===== src/design/speed_est_pkg.sv =====
// Shared types and constants of the encoder speed estimator
package speed_est_pkg;

   // ----------------------------------------------------------------
   // Fixed-point formats
   // ----------------------------------------------------------------
   localparam int unsigned FRAC_W    = 24;
   localparam logic [23:0] FRAC_MIN  = 24'h800000;
   localparam logic [23:0] FRAC_MAX  = 24'h7fffff;
   localparam logic [23:0] FRAC_ZERO = 24'h000000;

   // 1.23: minus one up to one minus 2^-23
   typedef logic signed [23:0] fract123_type;
   // 3.21: minus four up to four minus 2^-21
   typedef logic signed [23:0] fixed321_type;

   typedef struct packed {
      fixed321_type alpha;
      fixed321_type beta;
   } volt_vec_type;

   typedef struct packed {
      logic signed [23:0] countAccum;
      logic [23:0]        lastEdge;
   } decoder_in_type;

   // ----------------------------------------------------------------
   // Arithmetic sizes
   // ----------------------------------------------------------------
   localparam int unsigned PROD_W     = 48;
   localparam int unsigned DIV_W      = 64;
   localparam int unsigned GAIN_SHIFT = 16;
   localparam logic [6:0]  DIV_STEPS  = 7'h40;

   // ----------------------------------------------------------------
   // Scheduling and timing
   // ----------------------------------------------------------------
   localparam logic [1:0]  UPDATE_PHASE    = 2'h0;
   localparam int unsigned CLK_PERIOD_NS   = 20;
   localparam int unsigned PWM_PERIOD_NS   = 50000;
   localparam int unsigned PWM_PERIOD_CYC  = PWM_PERIOD_NS / CLK_PERIOD_NS;

   typedef enum logic [3:0] {
      ST_IDLE = 4'h1,
      ST_MUL  = 4'h2,
      ST_DIV  = 4'h4,
      ST_SAT  = 4'h8
   } est_state_type;

endpackage


===== src/design/speed_divider.sv =====
// Unsigned restoring divider, one quotient bit per clock
`timescale 1ns/1ps
module speed_divider
(
   input  wire logic        mclk,
   input  wire logic        arst_n,
   input  wire logic        start,
   input  wire logic [63:0] dividend,
   input  wire logic [23:0] divisor,
   output logic             done,
   output logic [63:0]      quotient
);

   logic [24:0] rem_r;
   logic [63:0] quot_r;
   logic [6:0]  cnt_r;
   logic        run_r;
   logic        done_r;
   logic [24:0] trial;
   logic [24:0] shifted;

   always_comb
   begin
      shifted = {rem_r[23:0], quot_r[63]};
      trial   = shifted - {1'b0, divisor};
   end

   // ----------------------------------------------------------------
   // Iteration
   // ----------------------------------------------------------------
   always_ff @(posedge mclk or negedge arst_n)
   begin
      if (!arst_n)
      begin
         rem_r  <= '0;
         quot_r <= '0;
         cnt_r  <= '0;
         run_r  <= 1'b0;
         done_r <= 1'b0;
      end
      else
      begin
         done_r <= 1'b0;
         if (start)
         begin
            rem_r  <= '0;
            quot_r <= dividend;
            cnt_r  <= speed_est_pkg::DIV_STEPS;
            run_r  <= 1'b1;
         end
         else if (run_r)
         begin
            if (trial[24])
            begin
               rem_r  <= shifted;
               quot_r <= {quot_r[62:0], 1'b0};
            end
            else
            begin
               rem_r  <= trial;
               quot_r <= {quot_r[62:0], 1'b1};
            end
            cnt_r <= cnt_r - 7'h01;
            if (cnt_r == 7'h01)
            begin
               run_r  <= 1'b0;
               done_r <= 1'b1;
            end
         end
      end
   end

   assign done     = done_r;
   assign quotient = quot_r;

endmodule


===== src/design/speed_estimator.sv =====
// Periodic encoder speed estimator with 3.21 voltage hand-over
`timescale 1ns/1ps
module speed_estimator
(
   input  wire logic                         mclk,
   input  wire logic                         arst_n,
   input  wire logic                         pwmPeriodStart,
   input  wire logic                         speedLink,
   input  wire speed_est_pkg::decoder_in_type decoderIn,
   input  wire logic [23:0]                  speedGain,
   input  wire speed_est_pkg::volt_vec_type  voltIn,
   output logic                              accumClear,
   output speed_est_pkg::fract123_type       speedOut,
   output logic                              speedValid,
   output logic                              busy,
   output logic                              overrun,
   output speed_est_pkg::volt_vec_type       voltOut
);

   // ----------------------------------------------------------------
   // Declarations
   // ----------------------------------------------------------------
   speed_est_pkg::est_state_type state_r;
   logic [1:0]                   phase_r;
   logic                         accept;
   logic signed [23:0]           countDelta_r;
   logic signed [23:0]           timeDelta_r;
   logic [23:0]                  prevEdge_r;
   logic                         negative_r;
   logic [47:0]                  product_r;
   logic                         divStart_r;
   logic                         divDone;
   logic [63:0]                  quotient;
   logic                         accumClear_r;
   speed_est_pkg::fract123_type  speed_r;
   logic                         speedValid_r;
   logic                         busy_r;
   logic                         overrun_r;
   speed_est_pkg::volt_vec_type  volt_r;
   logic signed [23:0]           timeDiff;
   logic                         tooBig;
   logic [23:0]                  satValue;
   logic [11:0]                  busyCycles_r;

   function automatic logic [23:0] magnitude(input logic signed [23:0] v);
      magnitude = v[23] ? 24'(-v) : 24'(v);
   endfunction

   // Wrapping difference keeps working when the timebase rolls over
   assign timeDiff = $signed(decoderIn.lastEdge - prevEdge_r);
   assign accept   = speedLink && (phase_r == speed_est_pkg::UPDATE_PHASE)
                     && (state_r == speed_est_pkg::ST_IDLE);

   // ----------------------------------------------------------------
   // Period phase
   // ----------------------------------------------------------------
   always_ff @(posedge mclk or negedge arst_n)
   begin
      if (!arst_n)
         phase_r <= 2'h0;
      else if (pwmPeriodStart)
         phase_r <= phase_r + 2'h1;
   end

   // ----------------------------------------------------------------
   // Sampling of decoder state
   // ----------------------------------------------------------------
   always_ff @(posedge mclk or negedge arst_n)
   begin
      if (!arst_n)
      begin
         countDelta_r <= '0;
         timeDelta_r  <= '0;
         prevEdge_r   <= '0;
         accumClear_r <= 1'b0;
      end
      else
      begin
         accumClear_r <= accept;
         if (accept)
         begin
            countDelta_r <= decoderIn.countAccum;
            timeDelta_r  <= timeDiff;
            prevEdge_r   <= decoderIn.lastEdge;
         end
      end
   end

   // ----------------------------------------------------------------
   // Sequencer
   // ----------------------------------------------------------------
   always_ff @(posedge mclk or negedge arst_n)
   begin
      if (!arst_n)
      begin
         state_r    <= speed_est_pkg::ST_IDLE;
         product_r  <= '0;
         negative_r <= 1'b0;
         divStart_r <= 1'b0;
      end
      else
      begin
         divStart_r <= 1'b0;
         unique case (state_r)
            speed_est_pkg::ST_IDLE:
            begin
               if (accept)
                  state_r <= speed_est_pkg::ST_MUL;
            end
            speed_est_pkg::ST_MUL:
            begin
               product_r  <= magnitude(countDelta_r) * speedGain;
               negative_r <= countDelta_r[23] ^ timeDelta_r[23];
               if (timeDelta_r == '0)
                  state_r <= speed_est_pkg::ST_IDLE;
               else
               begin
                  divStart_r <= 1'b1;
                  state_r    <= speed_est_pkg::ST_DIV;
               end
            end
            speed_est_pkg::ST_DIV:
            begin
               if (divDone)
                  state_r <= speed_est_pkg::ST_SAT;
            end
            speed_est_pkg::ST_SAT:
               state_r <= speed_est_pkg::ST_IDLE;
            default:
               state_r <= speed_est_pkg::ST_IDLE;
         endcase
      end
   end

   speed_divider speed_divider_inst
   (
      .mclk     (mclk),
      .arst_n   (arst_n),
      .start    (divStart_r),
      .dividend ({product_r, 16'h0000}),
      .divisor  (magnitude(timeDelta_r)),
      .done     (divDone),
      .quotient (quotient)
   );

   // ----------------------------------------------------------------
   // Saturation into 1.23
   // ----------------------------------------------------------------
   always_comb
   begin
      if (negative_r)
      begin
         tooBig   = quotient > 64'({1'b0, speed_est_pkg::FRAC_MIN});
         satValue = tooBig ? speed_est_pkg::FRAC_MIN : 24'(-quotient[23:0]);
      end
      else
      begin
         tooBig   = quotient > 64'(speed_est_pkg::FRAC_MAX);
         satValue = tooBig ? speed_est_pkg::FRAC_MAX : quotient[23:0];
      end
   end

   always_ff @(posedge mclk or negedge arst_n)
   begin
      if (!arst_n)
      begin
         speed_r      <= speed_est_pkg::FRAC_ZERO;
         speedValid_r <= 1'b0;
      end
      else
      begin
         speedValid_r <= 1'b0;
         if (state_r == speed_est_pkg::ST_SAT)
         begin
            speed_r      <= satValue;
            speedValid_r <= 1'b1;
         end
      end
   end

   // ----------------------------------------------------------------
   // Status
   // ----------------------------------------------------------------
   always_ff @(posedge mclk or negedge arst_n)
   begin
      if (!arst_n)
      begin
         busy_r    <= 1'b0;
         overrun_r <= 1'b0;
      end
      else
      begin
         busy_r    <= accept || ((state_r != speed_est_pkg::ST_IDLE) && (state_r != speed_est_pkg::ST_SAT)
                      && !(state_r == speed_est_pkg::ST_MUL && timeDelta_r == '0));
         // Pulses when a period boundary finds an update still running
         overrun_r <= pwmPeriodStart && (state_r != speed_est_pkg::ST_IDLE);
      end
   end

   // ----------------------------------------------------------------
   // Voltage vector hand-over in 3.21
   // ----------------------------------------------------------------
   always_ff @(posedge mclk or negedge arst_n)
   begin
      if (!arst_n)
         volt_r <= '0;
      else if (pwmPeriodStart)
         volt_r <= voltIn;
   end

   assign accumClear = accumClear_r;
   assign speedOut   = speed_r;
   assign speedValid = speedValid_r;
   assign busy       = busy_r;
   assign overrun    = overrun_r;
   assign voltOut    = volt_r;

   // ----------------------------------------------------------------
   // Update length, watched against the pwm period
   // ----------------------------------------------------------------
   always_ff @(posedge mclk or negedge arst_n)
   begin
      if (!arst_n)
         busyCycles_r <= '0;
      else if (!busy_r)
         busyCycles_r <= '0;
      else
         busyCycles_r <= busyCycles_r + 12'h001;
   end
endmodule


===== config.mk =====
export PLATFORM = sky130hd
export DESIGN_NAME = speed_estimator
export DESIGN_NICKNAME = d
export VERILOG_FILES = /design/src/design/speed_est_pkg.sv /design/src/design/speed_divider.sv /design/src/design/speed_estimator.sv
export SDC_FILE = /design/constraint.sdc
export NUM_CORES = 2
export LEC_CHECK = 0
export BUFFER_PORTS_ARGS = -buffer_cell sky130_fd_sc_hd__buf_2
export CORE_MARGIN = 4
export CORE_UTILIZATION = 64
export DETAILED_ROUTE_END_ITERATION = 10
export PLACE_DENSITY = 0.83
export SYNTH_ARGS = -nofsm -noshare
export SYNTH_HDL_FRONTEND = slang
export SYNTH_SLANG_ARGS = --single-unit
export TNS_END_PERCENT = 100

===== constraint.sdc =====
create_clock -name mclk -period 9.89 [get_ports mclk]
set_input_delay 0.989 -clock mclk [delete_from_list [all_inputs] [get_ports mclk]]
set_output_delay 0.989 -clock mclk [all_outputs]
set_load 0.02 [all_outputs]

**After elaboration in Yosys (flattened, before gate mapping)**

Cells that the tools add are included.

- Bits in registers: 301

- Add/subtract/negate cells: 7
- $mul: 1
- Magnitude comparators: 2
- Equality and inequality tests: 9
- Muxes and demuxes: 26
- Bitwise logic cells: 1
- Reductions and logical operators: 12

Operators by type and width:

| operator | number |
|---|---|
| $mux W24 | 8 |
| $mux W64 | 2 |
| $neg A24 Y24 | 3 |
| $gt A64 B23 Y1 const B | 1 |
| $gt A64 B24 Y1 const B | 1 |
| $mul A24 B24 Y48 | 1 |
| $sub A25 B24 Y25 | 1 |
| $logic_not A24 Y1 | 1 |
| $sub A24 B24 Y24 | 1 |
| $mux W7 | 2 |
| $pmux W4 S3 | 1 |
| $mux W1 | 10 |
| $mux W4 | 2 |
| $eq A7 B1 Y1 const B | 1 |
| $sub A7 B1 Y7 const B | 1 |
| $logic_and A1 B1 Y1 | 6 |
| $eq A4 B1 Y1 const B | 1 |
| $eq A4 B2 Y1 const B | 1 |
| $eq A4 B3 Y1 const B | 1 |
| $eq A4 B4 Y1 const B | 1 |
| $ne A4 B1 Y1 const B | 1 |
| $ne A4 B4 Y1 const B | 1 |
| $mux W3 | 1 |
| $add A2 B1 Y2 const B | 1 |
| 8 further kinds | 8 |

**Logic depth before layout (Yosys ltp)**

- Depth in word-level cells: 6
- Depth in mapped cells: 34
- Mapped depth without buffers: 31

**Cells and area by module**

Synthesis repeated with hierarchy kept, for this count alone.

- Cells, all modules: 3960
- Area, all modules: 35669.2 um2

By module, submodules not included:

| module | times used | cells each | area an instance (um2) |
|---|---|---|---|
| speed_estimator | 1 | 3291 | 29610.9 |
| speed_divider | 1 | 669 | 6058.3 |

**Worst setup path before layout**

Ideal clock, no wire load.

- Path kind: register -> register
- Start: reg countDelta_r[7]
- End: reg product_r[41]
- Setup time: 80 ps
- Arrival: 8266 ps
- Data required time: 9810 ps
- Slack: 1545 ps
- Cell stages (with the launch flop): 29
- Path through: dfrtp_1 or4_1 or4_1 or2_2 o41ai_1 xnor2_1 clkbuf_1 nand2_1 fa_1 fa_1 fa_1 fa_1 inv_1 fa_1 fa_1 inv_1 fa_1 inv_1 ha_1 clkbuf_1 nand2_1 nor3_1 nand2_1 a211oi_1 o211ai_1 a21oi_1 nor2_1 a311o_1 a2bb2oi_1

- Word-level cells in the longest chain between the ends: 3

RTL lines:

| element | line | RTL |
|---|---|---|
| start: declaration | speed_estimator.sv:26 | `logic signed [23:0] countDelta_r;` |
| start signal: assignment | speed_estimator.sv:82 | `countDelta_r <= decoderIn.countAccum;` |
| $neg A24 Y24 | speed_estimator.sv:46 | `magnitude = v[23] ? 24'(-v) : 24'(v);` |
| $mux W24 * | speed_estimator.sv:46 |  |
| $mul A24 B24 Y48 * | speed_estimator.sv:112 | `product_r <= magnitude(countDelta_r) * speedGain;` |
| end signal: assignment | speed_estimator.sv:112 |  |
| end: declaration | speed_estimator.sv:30 | `logic [47:0] product_r;` |

Mark *: on every way between the ends. The rest lies on a longest branch, timed or not.
A chain may end at the register's enable or synchronous reset.

**Final worst setup path**

- Start: reg countDelta_r[7]
- End: reg product_r[43]

The elaborated chain is that of the path after synthesis.

==> qor.yml <==
status:
  run_status: "finished, final reports clean"
setup_path:
  critical_path_required_ns: 10.40
  ff2ff_setup_slack_ns: 0.98
  start_kind: "register"
  timing.critical_path.fanout_max: 18
  kind_of_end_point_of_the_critical_path: "register"
  r2r-start: "countDelta_r[7]$_DFFE_PN0P_"
  rr_worst_depth: 27
  worst_ep_arrival_time_ns: 9.42
  timing.rr.end: "product_r[43]$_DFFE_PN0N_"
  path_class: "reg2reg"
timing:
  setup_viol_count_final: 0
  final_period_utilization_pct: 90.1
  fin_setup_tns_ns: 0
  rsz_0062_raised_after_global_routing: "false"
  fin_worst_skew_ns: 0.0110
  hold_slack_ns: 0.454
  fmaxAchievable_mhz: 112
  final.setup.worst_slack_ns: 0.975
  maxSlewViolCount: 0
  final.min_clock_period_ns: 8.91
  worst-slew-pin-transition_ns: 1.14
  relative_slew_margins_pct: 24.2
  hold_viol: 0
logic_synthesis:
  gate_count_post_synth: 3854
  ys_seq_area_share_pct: 21.5
  netlist-cell-type-count: 81
  synthesis.yosys.warnings: 0
  synth_enable_flop_cells: 0
  synthesis.nets: 4689
  top_cell_type_s_share_of_synthesized_area_pct: 27.6
  synthesis.area_per_instance_um2: 9.10
  share_of_synthesized_registers_carrying_an_async_set_or_reset_pct: 100
  ys_top_cells_by_area: "sky130_fd_sc_hd__fa_1 (28%), sky130_fd_sc_hd__dfrtp_1 (21%), sky130_fd_sc_hd__ha_1 (8.1%)"
  ys_seq_elements: 301
  syn_area_mm2: 0.0351
  synthFlopType: "sky130_fd_sc_hd__dfrtp_1"
  synth.largest_area_cell: "sky130_fd_sc_hd__fa_1"
placed_design:
  placement.io_buffers: 199
  place.detailed.hpwl_um: 64900
  dpl_worst_slack_ns: 1.00
  place.gp.congestion: 0.929
clock_network:
  post_cts.resized_instances: 0
  hold_buffers: 0
  worst_skew_pair.late_latency_ns: 0.57
  numCtsBuffers: 31
  post_cts_buffers: 0
  clock_tree_from_tritoncts: "built"
  cts.sinks: 301
  clock_transition_at_the_registers_of_the_reported_paths_ns: 0.06
  htree_num_levels: 1
  cts.root.buffer_cell: "sky130_fd_sc_hd__clkbuf_16"
  cts_max_path_buffers: 3
route:
  detail_route.wl_per_cell_um: 18.0
  drt-vias-per-instance: 5.75
  detail_route.first_pass.iterations: 6
  ant_nets: 0
  drt_iter0_markers: 1691
  drc_errors: 0
  drt-total-wl_um: 83800
  detailroute.via_count: 26800
floorplan:
  die_x_um: 242
  floorplan.initialDensity_pct: 64.9
  floorplan.core_area_mm2: 0.0540
  fp.dieArea_mm2: 0.0586
  num_rows: 85
  floorplan.die.height_um: 242
  io_pins: 200
worst_hold_path:
  worstHoldPathCells: 1
  hold_start: "speed_divider_inst.done$_DFF_PN0_"
  holdCritPathClass: "reg2reg"
  worst_min_delay_path_endpoint: "state_r[2]$_DFFE_PN0P_"
global_route:
  first_global_vias: 27800
  maximum_number_of_pins_on_one_net_before_global_route_repair: 188
  global_route_wire_length_before_repair_um: 140000
  gr-usage-all-layers_pct: 29.0
  antenna_found_initial: 2
  grt_remaining_overflow: 0
layout:
  num-fill-cells: 4131
  nNetsFinal: 4765
  ff_latch_area_mm2: 0.00754
  final_layout_size_suffix_gt1_share_pct: 9.71
  multiInputGateArea_mm2: 0.0246
  synthToLayoutAreaGrowth_pct: 7.39
job:
  maxCapViolations: 0
## sequential cells by signal, indices dropped and copies added (netlist names), 2 cells and up
| register | count |
|---|---|
| product_r | 48 |
| speed_divider_inst.quotient | 64 |
| speed_divider_inst.cnt_r | 7 |
| countDelta_r | 24 |
| phase_r | 2 |
| speed_divider_inst.rem_r | 24 |
| state_r | 4 |
| voltOut | 48 |
| timeDelta_r | 24 |
| speedOut | 24 |
| prevEdge_r | 24 |
## layout make-up
class,instances,share of cell area (%)
Clock buffer,47,2.27
Antenna cell,2,0.0133
Inverter,628,6.26
Multi-Input combinational cell,2729,65.3
Tap cell,696,2.31
Clock inverter,11,0.302
Sequential cell,301,20.0
Timing Repair Buffer,239,3.50
## critical path, stage by stage (launching register included)
cell	delay, ns
sky130_fd_sc_hd__dfrtp_1	0.47
sky130_fd_sc_hd__or4_1	0.62
sky130_fd_sc_hd__or4_1	0.54
sky130_fd_sc_hd__or2_2	0.34
sky130_fd_sc_hd__o41ai_1	0.42
sky130_fd_sc_hd__xnor2_2	0.28
sky130_fd_sc_hd__buf_4	0.35
sky130_fd_sc_hd__nand2_1	0.12
sky130_fd_sc_hd__fa_1	0.53
sky130_fd_sc_hd__fa_1	0.51
sky130_fd_sc_hd__fa_1	0.42
sky130_fd_sc_hd__fa_1	0.50
sky130_fd_sc_hd__inv_1	0.05
sky130_fd_sc_hd__fa_1	0.46
sky130_fd_sc_hd__fa_1	0.55
sky130_fd_sc_hd__inv_1	0.05
sky130_fd_sc_hd__fa_1	0.53
sky130_fd_sc_hd__inv_1	0.04
sky130_fd_sc_hd__ha_1	0.35
sky130_fd_sc_hd__a21oi_1	0.15
sky130_fd_sc_hd__inv_1	0.08
sky130_fd_sc_hd__nor2_1	0.21
sky130_fd_sc_hd__nand2_1	0.08
sky130_fd_sc_hd__o211ai_1	0.28
sky130_fd_sc_hd__o31a_1	0.22
sky130_fd_sc_hd__a21oi_1	0.09
sky130_fd_sc_hd__or4_1	0.48
sky130_fd_sc_hd__nand3_1	0.10
## cell usage after synthesis (43+ instances only)
cell type	n
sky130_fd_sc_hd__a21o_1	43
sky130_fd_sc_hd__a21oi_1	93
sky130_fd_sc_hd__xnor2_1	65
sky130_fd_sc_hd__and2_1	347
sky130_fd_sc_hd__fa_1	484
sky130_fd_sc_hd__o21ai_0	171
sky130_fd_sc_hd__dfrtp_1	300
sky130_fd_sc_hd__clkbuf_1	184
sky130_fd_sc_hd__ha_1	227
sky130_fd_sc_hd__nor2_1	135
sky130_fd_sc_hd__nand2_1	542
sky130_fd_sc_hd__mux2i_1	81
sky130_fd_sc_hd__inv_1	626
sky130_fd_sc_hd__xor2_1	64
sky130_fd_sc_hd__mux2_2	55
## cell families after synthesis
kind of cell | count (synthesis) | synth area share (%)
AO/OA/AOI/OAI | 531 | 9.59
XOR/XNOR | 129 | 3.22
adder cells (fa/ha/maj) | 711 | 35.7
buffers and inverters | 824 | 8.87
flip-flops | 301 | 21.5
multiplexers | 136 | 4.08
AND/OR/NAND/NOR | 1222 | 17.0
## metal layers
layer	GRT usage (%)	wire (um)	up-vias	part of all wire, %
li1	-	-	12300	-
met1	39.3	34600	13200	41
met2	47.7	39300	1040	47
met3	5.35	6680	182	8.0
met4	9.60	3220	0	3.8
met5	0	0	-	0
## worst max path at each step
stage	startpoint	end	slack [ns]	depth (start not counted)
after global routing	countDelta_r[7]$_DFFE_PN0P_	product_r[41]$_DFFE_PN0N_	0.41	27
after detailed placement	countDelta_r[7]$_DFFE_PN0P_	product_r[41]$_DFFE_PN0N_	1.00	27
final	countDelta_r[7]$_DFFE_PN0P_	product_r[43]$_DFFE_PN0N_	0.98	27
after floorplan	countDelta_r[7]$_DFFE_PN0P_	product_r[41]$_DFFE_PN0N_	1.54	28
after global placement	countDelta_r[7]$_DFFE_PN0P_	product_r[41]$_DFFE_PN0N_	1.17	27
after CTS	countDelta_r[7]$_DFFE_PN0P_	product_r[41]$_DFFE_PN0N_	0.96	27
## metrics by stage
| stage | util (%) | instance area [um^2] | instances |
|---|---|---|---|
| 2_1_floorplan | - | 35100 | 3854 |
| 3_3_place_gp | 67.9 | 36700 | 4593 |
| 3_5_place_dp | 67.9 | 36700 | 4593 |
| 4_1_cts | 69.7 | 37700 | 4651 |
| 5_1_grt | 69.7 | 37700 | 4652 |
| 6_report | 69.7 | 37700 | 4653 |
## cell usage in the layout (no fill, tap or decap), types with 48 or more instances in the layout
cell type	synthesis	final
sky130_fd_sc_hd__inv_1	626	625
sky130_fd_sc_hd__xor2_1	64	63
sky130_fd_sc_hd__buf_2	2	198
sky130_fd_sc_hd__xnor2_1	65	48
sky130_fd_sc_hd__fa_1	484	484
sky130_fd_sc_hd__nand2_1	542	542
sky130_fd_sc_hd__mux2i_1	81	81
sky130_fd_sc_hd__nor2_1	135	135
sky130_fd_sc_hd__dfrtp_1	300	298
sky130_fd_sc_hd__mux2_2	55	55
sky130_fd_sc_hd__o21ai_0	171	170
sky130_fd_sc_hd__ha_1	227	227
sky130_fd_sc_hd__a21oi_1	93	93
sky130_fd_sc_hd__and2_1	347	347
Power is left out: the tool's default activity adds up to more than one toggle a clock period on the data nets, which glitch-free logic cannot reach.
